### src/pkg/mpps_pkg.sv
package mpps_pkg;
  // ---------------------------------------------------------------
  // Sizes
  // ---------------------------------------------------------------
  localparam int NUM_STAGES = 8;       // Preset stages
  localparam int SEL_W = 3;            // Stage-select contacts
  localparam int POS_W = 32;           // Position word
  localparam int PAR_W = 16;           // Parameter word
  localparam int ADDR_W = 8;           // Register byte address width
  // ---------------------------------------------------------------
  // Values after reset and limits
  // ---------------------------------------------------------------
  localparam logic [15:0] RAMP_RST = 16'h0064;   // 100 ms
  localparam logic [15:0] RAMP_MAX = 16'h7d00;   // 32000 ms
  localparam logic [15:0] SETUP_RST = 16'h0020;  // 2 stages, disabled
  localparam logic [15:0] MODE_IRPOS = 16'h0005; // Register position mode
  localparam logic [15:0] SPEED_RST = 16'h0001;  // Counts per tick
  // ---------------------------------------------------------------
  // Timing
  // ---------------------------------------------------------------
  localparam int CLK_PERIOD_NS = 40;      // Core clock period
  localparam int TICK_NS = 1000000;       // One millisecond
  localparam int TICK_CYC = TICK_NS / CLK_PERIOD_NS;
  // ---------------------------------------------------------------
  // Register byte offsets
  // ---------------------------------------------------------------
  localparam logic [7:0] OFS_MODE = 8'h00;     // control_mode_param
  localparam logic [7:0] OFS_MOVE = 8'h04;     // move_type_select
  localparam logic [7:0] OFS_TRIG = 8'h08;     // position_trigger
  localparam logic [7:0] OFS_SETUP = 8'h0c;    // multistage_setup
  localparam logic [7:0] OFS_CYCLES = 8'h10;   // cycle_count_param
  localparam logic [7:0] OFS_FBSEL = 8'h14;    // Feedback select
  localparam logic [7:0] OFS_STATUS = 8'h18;   // Status, read only
  localparam logic [7:0] OFS_POS = 8'h1c;      // Commanded position
  localparam logic [7:0] OFS_TARGET = 8'h40;   // Eight stage targets
  localparam logic [7:0] OFS_SPEED = 8'h60;    // Eight stage speeds
  localparam logic [7:0] OFS_ACCEL = 8'h80;    // Eight accel times
  localparam logic [7:0] OFS_DECEL = 8'ha0;    // Eight decel times
  localparam logic [7:0] OFS_INTVL = 8'hc0;    // Eight intervals
  localparam logic [1:0] RESP_OKAY = 2'b00;
  localparam logic [1:0] RESP_SLVERR = 2'b10;
  // ---------------------------------------------------------------
  // Types
  // ---------------------------------------------------------------
  typedef enum logic [1:0] {
    MPPS_IDLE = 2'b00,   // Waiting for start
    MPPS_MOVE = 2'b01,   // Stepping towards goal
    MPPS_DWELL = 2'b11   // Interval between stages
  } mpps_state_t;
  typedef struct packed {
    logic [POS_W-1:0] target;   // Displacement or position
    logic [PAR_W-1:0] speed;    // Max counts per tick
    logic [PAR_W-1:0] accel;    // Accel time, ms
    logic [PAR_W-1:0] decel;    // Decel time, ms
    logic [PAR_W-1:0] interval; // Dwell after stage, ms
  } mpps_stage_t;
  typedef struct packed {
    logic [PAR_W-1:0] accel;    // Active accel time
    logic [PAR_W-1:0] decel;    // Active decel time
  } mpps_ramp_t;
endpackage

### src/logic/mpps_top.sv
// Summary of operation
// - Eight preset targets, chosen by select contacts
// - Each stage owns target, speed, ramp times
// - Select contacts decode binary, 000 is stage one
// - Open contact reads 0, default pattern 000
// - Setup low digit enables multistage sequencing
// - Interval dwell between stages, zero skips
// - Repeat sequence cycle-count times, zero forever
// - Mode value 5 enables register position
// - Move type 0 incremental, 1 absolute
// - Feedback select blocks battery; when clear, absolute start loads encoder
// - Trigger write starts move, self-clears
// - Ramp times 0..32000 ms, default 100
//
// Decided for this implementation: the AXI4-Lite interface to the registers and the placing of the registers.
module mpps_top
  import mpps_pkg::*;
#(
  parameter int TICK_CYCLES = mpps_pkg::TICK_CYC  // Cycles per ms
) (
  input wire logic CORE_CLK_I,                     // Core clock
  input wire logic RST_B_I,                        // Async reset, low
  input wire logic [mpps_pkg::ADDR_W-1:0] S_AXI_AWADDR_I, // Write addr
  input wire logic S_AXI_AWVALID_I,                // Write addr valid
  output logic S_AXI_AWREADY_O,                    // Write addr ready
  input wire logic [31:0] S_AXI_WDATA_I,           // Write data
  input wire logic [3:0] S_AXI_WSTRB_I,            // Write strobes
  input wire logic S_AXI_WVALID_I,                 // Write data valid
  output logic S_AXI_WREADY_O,                     // Write data ready
  output logic [1:0] S_AXI_BRESP_O,                // Write response
  output logic S_AXI_BVALID_O,                     // Response valid
  input wire logic S_AXI_BREADY_I,                 // Response ready
  input wire logic [mpps_pkg::ADDR_W-1:0] S_AXI_ARADDR_I, // Read addr
  input wire logic S_AXI_ARVALID_I,                // Read addr valid
  output logic S_AXI_ARREADY_O,                    // Read addr ready
  output logic [31:0] S_AXI_RDATA_O,               // Read data
  output logic [1:0] S_AXI_RRESP_O,                // Read response
  output logic S_AXI_RVALID_O,                     // Read data valid
  input wire logic S_AXI_RREADY_I,                 // Read data ready
  input wire logic [mpps_pkg::SEL_W-1:0] STAGE_SELECT_I, // Contacts 2..0
  input wire logic START_I,                        // Start contact
  input wire logic [mpps_pkg::POS_W-1:0] ENC_POS_I, // Encoder abs pos
  output logic [mpps_pkg::POS_W-1:0] CMD_POS_O,    // Commanded position
  output mpps_pkg::mpps_ramp_t RAMP_O,             // Active ramp times
  output logic [mpps_pkg::SEL_W-1:0] STAGE_O,      // Active stage
  output logic BUSY_O,                             // Sequence running
  output logic BATT_BLOCK_O                        // Battery prot blocked
);
  import mpps_pkg::*;

  // Elaboration check: the millisecond divider counts in 16 bits
  // and needs at least two cycles per tick
  if (TICK_CYCLES < 2 || TICK_CYCLES > 65535) begin : g_tick_range
    $error("TICK_CYCLES out of range");
  end

  // ---------------------------------------------------------------
  // Registers
  // ---------------------------------------------------------------
  logic [PAR_W-1:0] mode_reg;        // Control mode
  logic move_abs_reg;                // Absolute when set
  logic trig_reg;                    // Self-clearing trigger
  logic [PAR_W-1:0] setup_reg;       // Stage count and enable
  logic [PAR_W-1:0] cycles_reg;      // Repeats, zero is forever
  logic fbsel_reg;                   // Feedback select
  mpps_stage_t stage_reg [NUM_STAGES]; // Per-stage settings
  logic [POS_W-1:0] cmd_pos_reg;     // Commanded position
  logic [POS_W-1:0] goal_reg;        // Current stage goal
  mpps_state_t state_reg;            // Sequencer state
  logic [SEL_W-1:0] idx_reg;         // Active stage
  logic [PAR_W-1:0] cyc_done_reg;    // Completed cycles
  logic [PAR_W-1:0] dwell_reg;       // Remaining dwell ticks
  logic [15:0] tick_cnt_reg;         // Millisecond divider
  logic tick_reg;                    // One-cycle ms enable
  logic start_d_reg;                 // Start contact history
  logic aw_hold_reg, w_hold_reg;     // Captured write halves
  logic [ADDR_W-1:0] awaddr_reg;     // Captured write address
  logic [31:0] wdata_reg;            // Captured write data

  // ---------------------------------------------------------------
  // Decode helpers
  // ---------------------------------------------------------------
  logic mode_on, ms_en, start_req, wr_fire, in_pos;
  logic [3:0] nstg;                  // Stages in sequence
  logic [2:0] wr_idx;                // Stage slot of write
  logic [15:0] wr_ramp;              // Clamped ramp value
  logic [POS_W-1:0] step;            // Speed as position word
  logic [POS_W-1:0] diff;            // Goal minus command

  assign mode_on = (mode_reg == MODE_IRPOS);
  assign ms_en = setup_reg[0];
  assign nstg = (setup_reg[7:4] == 4'h0) ? 4'h1 :
                (setup_reg[7:4] > 4'h8) ? 4'h8 : setup_reg[7:4];
  assign start_req = mode_on && (state_reg == MPPS_IDLE) &&
                     (trig_reg || (START_I && !start_d_reg));
  assign wr_fire = aw_hold_reg && w_hold_reg && !S_AXI_BVALID_O;
  assign wr_idx = awaddr_reg[4:2];
  assign wr_ramp = (wdata_reg[15:0] > RAMP_MAX) ? RAMP_MAX :
                   wdata_reg[15:0];
  assign step = {16'h0000, (stage_reg[idx_reg].speed == 16'h0000) ?
                 SPEED_RST : stage_reg[idx_reg].speed};
  assign diff = goal_reg - cmd_pos_reg;
  assign in_pos = (diff == '0);

  // Goal of a stage launched from a given base position
  function automatic logic [POS_W-1:0] goal_of(
    input logic [SEL_W-1:0] idx, input logic [POS_W-1:0] base);
    if (move_abs_reg) begin
      goal_of = stage_reg[idx].target;
    end else begin
      goal_of = base + stage_reg[idx].target;
    end
  endfunction

  // ---------------------------------------------------------------
  // AXI4-Lite write channel
  // ---------------------------------------------------------------
  // Address and data taken independently, then one response
  always_ff @(posedge CORE_CLK_I or negedge RST_B_I) begin
    if (!RST_B_I) begin
      aw_hold_reg <= 1'b0;
      w_hold_reg <= 1'b0;
      awaddr_reg <= '0;
      wdata_reg <= '0;
      S_AXI_AWREADY_O <= 1'b0;
      S_AXI_WREADY_O <= 1'b0;
      S_AXI_BVALID_O <= 1'b0;
      S_AXI_BRESP_O <= RESP_OKAY;
    end else begin
      S_AXI_AWREADY_O <= !aw_hold_reg && !S_AXI_AWREADY_O;
      S_AXI_WREADY_O <= !w_hold_reg && !S_AXI_WREADY_O;
      if (S_AXI_AWVALID_I && S_AXI_AWREADY_O) begin
        aw_hold_reg <= 1'b1;
        awaddr_reg <= S_AXI_AWADDR_I;
        S_AXI_AWREADY_O <= 1'b0;
      end
      if (S_AXI_WVALID_I && S_AXI_WREADY_O) begin
        w_hold_reg <= 1'b1;
        wdata_reg <= S_AXI_WDATA_I;
        S_AXI_WREADY_O <= 1'b0;
      end
      if (wr_fire) begin
        // Read-only and unmapped targets below OFS_TARGET answer with an error; 0xe0 and up answer OKAY
        S_AXI_BVALID_O <= 1'b1;
        S_AXI_BRESP_O <= (awaddr_reg < OFS_TARGET &&
                          awaddr_reg > OFS_FBSEL) ? RESP_SLVERR :
                         RESP_OKAY;
      end else if (S_AXI_BVALID_O && S_AXI_BREADY_I) begin
        S_AXI_BVALID_O <= 1'b0;
        aw_hold_reg <= 1'b0;
        w_hold_reg <= 1'b0;
      end
    end
  end

  // ---------------------------------------------------------------
  // Parameter registers
  // ---------------------------------------------------------------
  // Software writes; the trigger clears itself one cycle after it is set
  always_ff @(posedge CORE_CLK_I or negedge RST_B_I) begin
    if (!RST_B_I) begin
      mode_reg <= '0;
      move_abs_reg <= 1'b0;
      trig_reg <= 1'b0;
      setup_reg <= SETUP_RST;
      cycles_reg <= '0;
      fbsel_reg <= 1'b0;
      for (int i = 0; i < NUM_STAGES; i++) begin
        stage_reg[i] <= '{target: '0, speed: SPEED_RST,
                          accel: RAMP_RST, decel: RAMP_RST,
                          interval: '0};
      end
    end else begin
      if (trig_reg) begin
        trig_reg <= 1'b0;
      end
      if (wr_fire && S_AXI_WSTRB_I != 4'h0) begin
        case (awaddr_reg[7:5])
          3'h0: begin
            case (awaddr_reg[4:2])
              3'h0: mode_reg <= wdata_reg[15:0];
              3'h1: move_abs_reg <= wdata_reg[0];
              3'h2: begin
                // A new write wins over the hardware clear
                if (wdata_reg[15:0] == 16'h0001) begin
                  trig_reg <= 1'b1;
                end
              end
              3'h3: setup_reg <= wdata_reg[15:0];
              3'h4: cycles_reg <= wdata_reg[15:0];
              3'h5: fbsel_reg <= wdata_reg[0];
              default: ;
            endcase
          end
          3'h2: stage_reg[wr_idx].target <= wdata_reg;
          3'h3: stage_reg[wr_idx].speed <= wdata_reg[15:0];
          3'h4: stage_reg[wr_idx].accel <= wr_ramp;
          3'h5: stage_reg[wr_idx].decel <= wr_ramp;
          3'h6: stage_reg[wr_idx].interval <= wdata_reg[15:0];
          default: ;
        endcase
      end
    end
  end

  // ---------------------------------------------------------------
  // AXI4-Lite read channel
  // ---------------------------------------------------------------
  // One read at a time; data registered with its valid
  always_ff @(posedge CORE_CLK_I or negedge RST_B_I) begin
    if (!RST_B_I) begin
      S_AXI_ARREADY_O <= 1'b0;
      S_AXI_RVALID_O <= 1'b0;
      S_AXI_RDATA_O <= '0;
      S_AXI_RRESP_O <= RESP_OKAY;
    end else begin
      S_AXI_ARREADY_O <= !S_AXI_RVALID_O && !S_AXI_ARREADY_O;
      if (S_AXI_ARVALID_I && S_AXI_ARREADY_O) begin
        S_AXI_ARREADY_O <= 1'b0;
        S_AXI_RVALID_O <= 1'b1;
        S_AXI_RRESP_O <= RESP_OKAY;
        S_AXI_RDATA_O <= '0;
        case (S_AXI_ARADDR_I[7:5])
          3'h0: begin
            case (S_AXI_ARADDR_I[4:2])
              3'h0: S_AXI_RDATA_O <= {16'h0000, mode_reg};
              3'h1: S_AXI_RDATA_O <= {31'h0, move_abs_reg};
              3'h2: S_AXI_RDATA_O <= {31'h0, trig_reg};
              3'h3: S_AXI_RDATA_O <= {16'h0000, setup_reg};
              3'h4: S_AXI_RDATA_O <= {16'h0000, cycles_reg};
              3'h5: S_AXI_RDATA_O <= {31'h0, fbsel_reg};
              3'h6: S_AXI_RDATA_O <= {cyc_done_reg, 8'h00,
                                      2'b00, mode_on, state_reg,
                                      idx_reg};
              default: S_AXI_RDATA_O <= cmd_pos_reg;
            endcase
          end
          3'h2: S_AXI_RDATA_O <= stage_reg[S_AXI_ARADDR_I[4:2]].target;
          3'h3: S_AXI_RDATA_O <=
                  {16'h0000, stage_reg[S_AXI_ARADDR_I[4:2]].speed};
          3'h4: S_AXI_RDATA_O <=
                  {16'h0000, stage_reg[S_AXI_ARADDR_I[4:2]].accel};
          3'h5: S_AXI_RDATA_O <=
                  {16'h0000, stage_reg[S_AXI_ARADDR_I[4:2]].decel};
          3'h6: S_AXI_RDATA_O <=
                  {16'h0000, stage_reg[S_AXI_ARADDR_I[4:2]].interval};
          default: S_AXI_RRESP_O <= RESP_SLVERR;
        endcase
      end else if (S_AXI_RVALID_O && S_AXI_RREADY_I) begin
        S_AXI_RVALID_O <= 1'b0;
      end
    end
  end

  // ---------------------------------------------------------------
  // Millisecond enable
  // ---------------------------------------------------------------
  always_ff @(posedge CORE_CLK_I or negedge RST_B_I) begin
    if (!RST_B_I) begin
      tick_cnt_reg <= '0;
      tick_reg <= 1'b0;
      start_d_reg <= 1'b0;
    end else begin
      start_d_reg <= START_I;
      tick_reg <= (tick_cnt_reg == 16'(TICK_CYCLES - 1));
      if (tick_cnt_reg == 16'(TICK_CYCLES - 1)) begin
        tick_cnt_reg <= '0;
      end else begin
        tick_cnt_reg <= tick_cnt_reg + 16'h0001;
      end
    end
  end

  // ---------------------------------------------------------------
  // Stage sequencer
  // ---------------------------------------------------------------
  // Launches stages, steps the command, dwells and counts cycles
  always_ff @(posedge CORE_CLK_I or negedge RST_B_I) begin
    if (!RST_B_I) begin
      state_reg <= MPPS_IDLE;
      idx_reg <= '0;
      cyc_done_reg <= '0;
      dwell_reg <= '0;
      cmd_pos_reg <= '0;
      goal_reg <= '0;
    end else if (!mode_on) begin
      state_reg <= MPPS_IDLE;
    end else begin
      case (state_reg)
        MPPS_IDLE: begin
          if (start_req) begin
            // Sequence starts at stage one, else contacts pick it
            idx_reg <= ms_en ? 3'h0 : STAGE_SELECT_I;
            cyc_done_reg <= '0;
            state_reg <= MPPS_MOVE;
            if (move_abs_reg && !fbsel_reg) begin
              cmd_pos_reg <= ENC_POS_I;
            end
            goal_reg <= goal_of(ms_en ? 3'h0 : STAGE_SELECT_I,
                                cmd_pos_reg);
          end
        end
        MPPS_MOVE: begin
          if (in_pos) begin
            dwell_reg <= stage_reg[idx_reg].interval;
            if (!ms_en) begin
              state_reg <= MPPS_IDLE;
            end else if ({1'b0, idx_reg} == nstg - 4'h1) begin
              cyc_done_reg <= cyc_done_reg + 16'h0001;
              idx_reg <= '0;
              if (cycles_reg != '0 &&
                  cyc_done_reg + 16'h0001 >= cycles_reg) begin
                state_reg <= MPPS_IDLE;
              end else begin
                state_reg <= MPPS_DWELL;
              end
            end else begin
              idx_reg <= idx_reg + 3'h1;
              state_reg <= MPPS_DWELL;
            end
          end else if (tick_reg) begin
            // Step at the stage speed, landing exactly on goal
            if (!diff[POS_W-1] && diff > step) begin
              cmd_pos_reg <= cmd_pos_reg + step;
            end else if (diff[POS_W-1] && (-diff) > step) begin
              cmd_pos_reg <= cmd_pos_reg - step;
            end else begin
              cmd_pos_reg <= goal_reg;
            end
          end
        end
        MPPS_DWELL: begin
          if (dwell_reg == '0) begin
            goal_reg <= goal_of(idx_reg, cmd_pos_reg);
            state_reg <= MPPS_MOVE;
          end else if (tick_reg) begin
            dwell_reg <= dwell_reg - 16'h0001;
          end
        end
        default: state_reg <= MPPS_IDLE;
      endcase
    end
  end

  // ---------------------------------------------------------------
  // Outputs
  // ---------------------------------------------------------------
  // Ramp times follow the register one cycle later, even mid-move
  always_ff @(posedge CORE_CLK_I or negedge RST_B_I) begin
    if (!RST_B_I) begin
      RAMP_O <= '{accel: RAMP_RST, decel: RAMP_RST};
      CMD_POS_O <= '0;
      STAGE_O <= '0;
      BUSY_O <= 1'b0;
      BATT_BLOCK_O <= 1'b0;
    end else begin
      RAMP_O <= '{accel: stage_reg[idx_reg].accel,
                  decel: stage_reg[idx_reg].decel};
      CMD_POS_O <= cmd_pos_reg;
      STAGE_O <= idx_reg;
      BUSY_O <= (state_reg != MPPS_IDLE);
      BATT_BLOCK_O <= fbsel_reg;
    end
  end
endmodule

### config.mk
export PLATFORM = sky130hd
export DESIGN_NAME = mpps_top
export DESIGN_NICKNAME = d
export VERILOG_FILES = /design/src/pkg/mpps_pkg.sv /design/src/logic/mpps_top.sv
export SDC_FILE = /design/constraint.sdc
export NUM_CORES = 2
export LEC_CHECK = 0
export BUFFER_PORTS_ARGS = -buffer_cell sky130_fd_sc_hd__buf_2
export CAP_MARGIN = 20
export CORE_AREA = 2 2 404 406
export CTS_CLUSTER_DIAMETER = 60
export DETAILED_ROUTE_END_ITERATION = 7
export DIE_AREA = 0 0 406 408
export PLACE_DENSITY = 0.58
export SLEW_MARGIN = 20
export SYNTH_ARGS = -nofsm -noshare
export SYNTH_HDL_FRONTEND = slang
export SYNTH_SLANG_ARGS = --single-unit
export TNS_END_PERCENT = 20
### constraint.sdc
create_clock -name CORE_CLK_I -period 17.9 [get_ports CORE_CLK_I]
set_input_delay 1.79 -clock CORE_CLK_I [delete_from_list [all_inputs] [get_ports CORE_CLK_I]]
set_output_delay 1.79 -clock CORE_CLK_I [all_outputs]
set_load 0.03 [all_outputs]
== After elaboration in Yosys (flattened, before gate mapping) ==
Cells that the tools add are included.

* Output and inout bits: 110
* Input bits: 95
* Bits in registers: 1090
* Logic and storage cells: 288

* Muxes and demuxes: 86
* Equality and inequality tests: 40
* Reduce and logical (&&, ||, !) cells: 62
* Bitwise logic cells: 4
* $lt $le $gt $ge: 12
* Add/sub/neg operators: 11

{| class="wikitable"
|+ Operators with widths
! cell !! count
|-
| $bwmux W768 || 5
|-
| $pmux W768 S5 || 1
|-
| $demux W96 S3 || 5
|-
| $bmux W96 S3 || 3
|-
| $mux W96 || 7
|-
| $mux W32 || 11
|-
| $pmux W32 S7 || 1
|-
| $pmux W32 S6 || 1
|-
| $mux W16 || 11
|-
| $pmux W32 S2 || 2
|-
| $add A32 B32 Y32 || 2
|-
| $gt A32 B16 Y1 || 2
|-
| $mux W64 || 1
|-
| $pmux W16 S2 || 2
|-
| $mux W48 || 1
|-
| $eq A3 B3 Y1 const B || 11
|-
| $add A16 B1 Y16 const B || 2
|-
| $add A32 B16 Y32 || 1
|-
| $logic_not A16 Y1 || 2
|-
| $logic_not A32 Y1 || 1
|-
| $neg A32 Y32 || 1
|-
| $sub A32 B16 Y32 || 1
|-
| $sub A32 B32 Y32 || 1
|-
| $eq A3 B2 Y1 const B || 8
|-
| 43 further kinds || 132
|}

== Longest topological paths before layout ==
* Depth in word-level cells: 13
* Mapped depth: 28
* Depth with buffers taken out: 26

== Least setup slack after synthesis ==
Ideal clock, no wire load.

* Kind: register to register
* Start point: register idx_reg[0]
* End point: register cmd_pos_reg[30]
* Data required time: 17.767 ns
* Clock period less this slack: 6.350 ns
* Path slack: 11.550 ns
* Buffers on the path: 4
* Stages on the path, launching flop included: 26
* Setup time: 0.133 ns
* Arrival: 6.217 ns
* Path through: dfrtp_1 > clkbuf_1 > buf_1 > clkbuf_1 > clkbuf_1 > mux4_2 > mux2i_1 > nand4_1 > or4_1 > nand2_1 > ha_1 > fa_1 > nor2b_1 > o21ai_0 > a21boi_0 > o21ai_0 > a21o_1 > a21boi_0 > o31ai_1 > a211oi_1 > o21ai_0 > nor2b_1 > nand3_1 > xnor2_1 > a221oi_2 > a221oi_2

* Longest elaborated chain between the ends: 13
* Elaborated cells on any way between the ends: 17
* Classes of those cells: 2 x add/sub; 2 x order compare; 9 x mux; 1 x bitwise; 3 x reduce/logical

{| class="wikitable"
|+ Ends and longest elaborated chain
! item !! line !! RTL
|-
| start, declared || mpps_top.sv:70 || <nowiki>logic [SEL_W-1:0] idx_reg;</nowiki>
|-
| start signal, assigned || mpps_top.sv:293 || <nowiki>idx_reg <= ms_en ? 3'h0 : STAGE_SELECT_I;</nowiki>
|-
| start signal, assigned || mpps_top.sv:318 || <nowiki>idx_reg <= idx_reg + 3'h1;</nowiki>
|-
| $not A3 Y4 (not written as such) (*) || mpps_top.sv:100, mpps_top.sv:101 ||
|-
| $bmux W96 S3 (*) || mpps_top.sv:100, mpps_top.sv:101 ||
|-
| $mux W96 (*) (2 in series) || - ||
|-
| $logic_not A16 Y1 || mpps_top.sv:100 || <nowiki>assign step = {16'h0000, (stage_reg[idx_reg].speed == 16'h0000) ?</nowiki>
|-
| $mux W16 (*) || mpps_top.sv:100 ||
|-
| $gt A32 B16 Y1 || mpps_top.sv:325 || <nowiki>end else if (diff[POS_W-1] && (-diff) > step) begin</nowiki>
|-
| $logic_and A1 B1 Y1 || mpps_top.sv:325 ||
|-
| $mux W32 || mpps_top.sv:325 ||
|-
| $mux W32 (*) || mpps_top.sv:323 || <nowiki>if (!diff[POS_W-1] && diff > step) begin</nowiki>
|-
| $mux W32 (*) || mpps_top.sv:321 || <nowiki>end else if (tick_reg) begin</nowiki>
|-
| $mux W32 (*) || mpps_top.sv:304 || <nowiki>if (in_pos) begin</nowiki>
|-
| $pmux W32 S2 (*) || mpps_top.sv:289 || <nowiki>case (state_reg)</nowiki>
|-
| end signal, assigned || mpps_top.sv:324 || <nowiki>cmd_pos_reg <= cmd_pos_reg + step;</nowiki>
|-
| end signal, assigned || mpps_top.sv:326 || <nowiki>cmd_pos_reg <= cmd_pos_reg - step;</nowiki>
|-
| end signal, assigned || mpps_top.sv:328 || <nowiki>cmd_pos_reg <= goal_reg;</nowiki>
|-
| end, declared || mpps_top.sv:67 || <nowiki>logic [POS_W-1:0] cmd_pos_reg;</nowiki>
|}

Mark *: on every way between the ends. The rest lies on a longest branch, timed or not. The select of a mux whose other input is x is not followed.
A chain may end at the register's enable or synchronous reset.

== Worst setup path after layout ==
Same ends and word-level chain as after synthesis.

==> impl_metrics.tcl <==
set metrics [dict create \
    drt-wirelength-per-cell_um 27.1 \
    slew_headroom_pct 20.0 \
    grt_antenna_before_repair 10 \
    multi_input_area_sq_mm 0.0363 \
    holdBufCountCts 0 \
    final_area_sq_mm 0.0733 \
    clk_latency_ns 0.81 \
    root_buffer "clkbuf_16" \
    viasPerCell 6.13 \
    worst_clock_skew_ns 0.0448 \
    fmax_mhz 116 \
    post_cts_resized 0 \
    die_h_um 408 \
    synth_top_area_cell "dfrtp_1" \
    overflow 0 \
    synth_area_per_cell_sq_um 11.4 \
    port-buffer-count 200 \
    fin_tns_setup_ns 0 \
    ys.flop_type "dfrtp_1" \
    hp-start "S_AXI_RVALID_O$_DFFE_PN0P_" \
    cts_sinks 1088 \
    r2r_slack_ns 9.29 \
    synth_top_area_share_pct 39.0 \
    crit_path_cell_trace "buf_4 -> mux4_2 -> mux2i_2 -> nand4_1 -> or4_1 -> nand2_1 -> ha_1 -> nor2b_1 -> o21a_1 -> o21a_1 -> o21a_1 -> o21a_1 -> o21a_1 -> o21ai_0 -> a21oi_1 -> or3_1 -> nand2_1 -> and2_1 -> nand2_1 -> a221oi_2" \
    ys_top_cells_by_area "dfrtp_1 (39%), mux4_2 (14%), mux2_2 (13%)" \
    grt_pass1_vias 49200 \
    synthesis.area_sq_mm 0.0657 \
    startpoint_type "flop" \
    io_pins 205 \
    ys_ff_latch 1088 \
    r2r_end "cmd_pos_reg[30]$_DFFE_PN0P_" \
    core_area_sq_mm 0.162 \
    period_share_pct 48.1 \
    routabilityCongestion 0.932 \
    yosysMostFrequentCell "dfrtp_1" \
    setup_viol 0 \
    dr.pass1.iters 7 \
    cts.clk_slew.worst_paths_ns 0.06 \
    die_width_um 406 \
    hold_path.class "flop to flop" \
    grtUsageTotal_pct 26.2 \
    final-max-slew-violation-count 0 \
    peakVddDrop_mv 0.107 \
    path_class "flop to flop" \
    synth_edf_count 0 \
    r2r_start "idx_reg[0]$_DFFE_PN0P_" \
    max_cap_violations 0 \
    rsz0062_at_grt "false" \
    async_reset_ff_share_pct 100 \
    drive_gt1_share_pct 31.5 \
    min_path_cells 1 \
    path_delay_family "simple AND/OR/NAND/NOR gates" \
    yosys-top-cells-count "dfrtp_1 (1025), mux2_2 (736), nand2_1 (597)" \
    r2r_cells 20 \
    power.density_mw_per_mm2 151 \
    synth.distinct_cells 103 \
    h-tree-depth 4 \
    worstSetupEndpointType "flop" \
    cp_slowest_cell "and2_1" \
    final_nets 6073 \
    ys_seq_area_share_pct 41.6 \
    finalHoldViolations 0 \
    synthToLayoutAreaGrowth_pct 11.5 \
    final_antenna_net_count 0 \
    post-route-drc-count 0 \
    period_needed_ns 8.61 \
    dpl.hpwl_um 147000 \
    holdPathEnd "S_AXI_ARREADY_O$_DFF_PN0_" \
    rows 148 \
    cp_data_required_time_ns 18.58 \
    cp_max_fo 41 \
    tightest_slew_ns 1.20 \
    grt_max_degree 157 \
    outcome "finished, final reports clean" \
    fill_cells 15000 \
    vias 49500 \
    arrival_ns 9.30 \
    path_buf_inv 1 \
    cts_buffers 133 \
    wl_um 219000 \
    postCtsSetupRepairBufs 0 \
    drt_iter0_drc 4687 \
    yosysWarnings 0 \
    cp_common_cell "o21a_1" \
    start_util_pct 40.6 \
    grt_pass1_wl_um 324000 \
    postPlaceCellArea_sq_mm 0.0690 \
    cts_tree "built" \
    cpPeakStageDelay_ns 1.05 \
    die_area_sq_mm 0.166 \
    layout.area.seq_sq_mm 0.0273 \
    postSynthCellCount 5760 \
    p_leak_nw 32.0 \
    cts_max_path_buffers 3 \
]
==> area by class of cell <==
type / count / share of cell area, %
sequential: 1088 / 37.3
clock buffer: 190 / 5.23
tap: 2175 / 3.71
timing repair buffer: 334 / 2.86
antenna: 2 / 0.00683
inverter: 132 / 0.678
clock inverter: 44 / 0.645
multi-input combinational: 4102 / 49.6
==> per-stage QoR <==
step / cells / hold WS (ns) / worst slack (ns) / util [%] / power (mW)
global route: 8065 / 0.462 / 9.01 / 45.3 / 11.6
detailed placement: 7831 / 0.432 / 9.34 / 42.7 / 8.33
global placement: 7830 / 0.427 / 9.33 / 42.6 / 8.20
CTS: 8065 / 0.440 / 9.26 / 45.3 / 11.0
floorplan: 5761 / 0.376 / 11.55 / - / 6.84
finish: 8067 / 0.437 / 9.29 / 45.3 / 11.0
==> placed cells by master, fill, tap and decap left out, types with 98 or more instances in the layout <==
master     Yosys  routed
dfrtp_1     1025    1022
mux2_2       736     736
nand2_1      597     587
o21ai_0      420     420
mux4_2       410     410
buf_2         17     196
nor2_1       196     194
ha_1         182     180
a21oi_1      171     171
clkbuf_16      0     135
buf_4          7     130
inv_1        127     127
xnor2_1      107     107
nor3_1        99      98
==> cells by family (layout without fill, tap and decap cells) <==
| group | Yosys count | in the layout | synth area share [%] |
|---|---|---|---|
| XOR/XNOR | 149 | 149 | 1.99 |
| adder cells (fa/ha/maj) | 187 | 187 | 3.62 |
| AO/OA/AOI/OAI | 1206 | 1206 | 11.9 |
| AND/OR/NAND/NOR | 1327 | 1327 | 9.60 |
| flip-flops | 1088 | 1088 | 41.6 |
| buffers and inverters | 571 | 700 | 3.36 |
| multiplexers | 1231 | 1231 | 28.0 |
| other | 1 | 4 | 0.00571 |
==> how the worst max path moves through the flow <==
stage | cells past startpoint | to | startpoint
6_report | 20 | cmd_pos_reg[30]$_DFFE_PN0P_ | idx_reg[0]$_DFFE_PN0P_
5_1_grt | 20 | cmd_pos_reg[30]$_DFFE_PN0P_ | idx_reg[0]$_DFFE_PN0P_
4_1_cts | 20 | cmd_pos_reg[30]$_DFFE_PN0P_ | idx_reg[0]$_DFFE_PN0P_
2_1_floorplan | 25 | cmd_pos_reg[30]$_DFFE_PN0P_ | idx_reg[0]$_DFFE_PN0P_
3_5_place_dp | 20 | cmd_pos_reg[1]$_DFFE_PN0P_ | idx_reg[0]$_DFFE_PN0P_
3_3_place_gp | 20 | cmd_pos_reg[1]$_DFFE_PN0P_ | idx_reg[0]$_DFFE_PN0P_
==> power by group <==
group | internal [mW] | switching (mW) | leakage [nW] | total (mW)
Clock | 1.52 | 1.13 | 2.08 | 2.65
Sequential | 3.29 | 0.714 | 14.5 | 4.00
Combinational | 1.99 | 2.39 | 15.4 | 4.38
==> per-layer routing <==
layer	global-route usage, %	vias to the layer above	wire length, um
met5	0	-	27
met4	9.90	4	8280
met3	4.52	365	15800
met2	40.5	1931	100000
met1	36.7	25500	94500
li1	-	21600	-
Note: power is estimated with default switching activity, not from simulation.
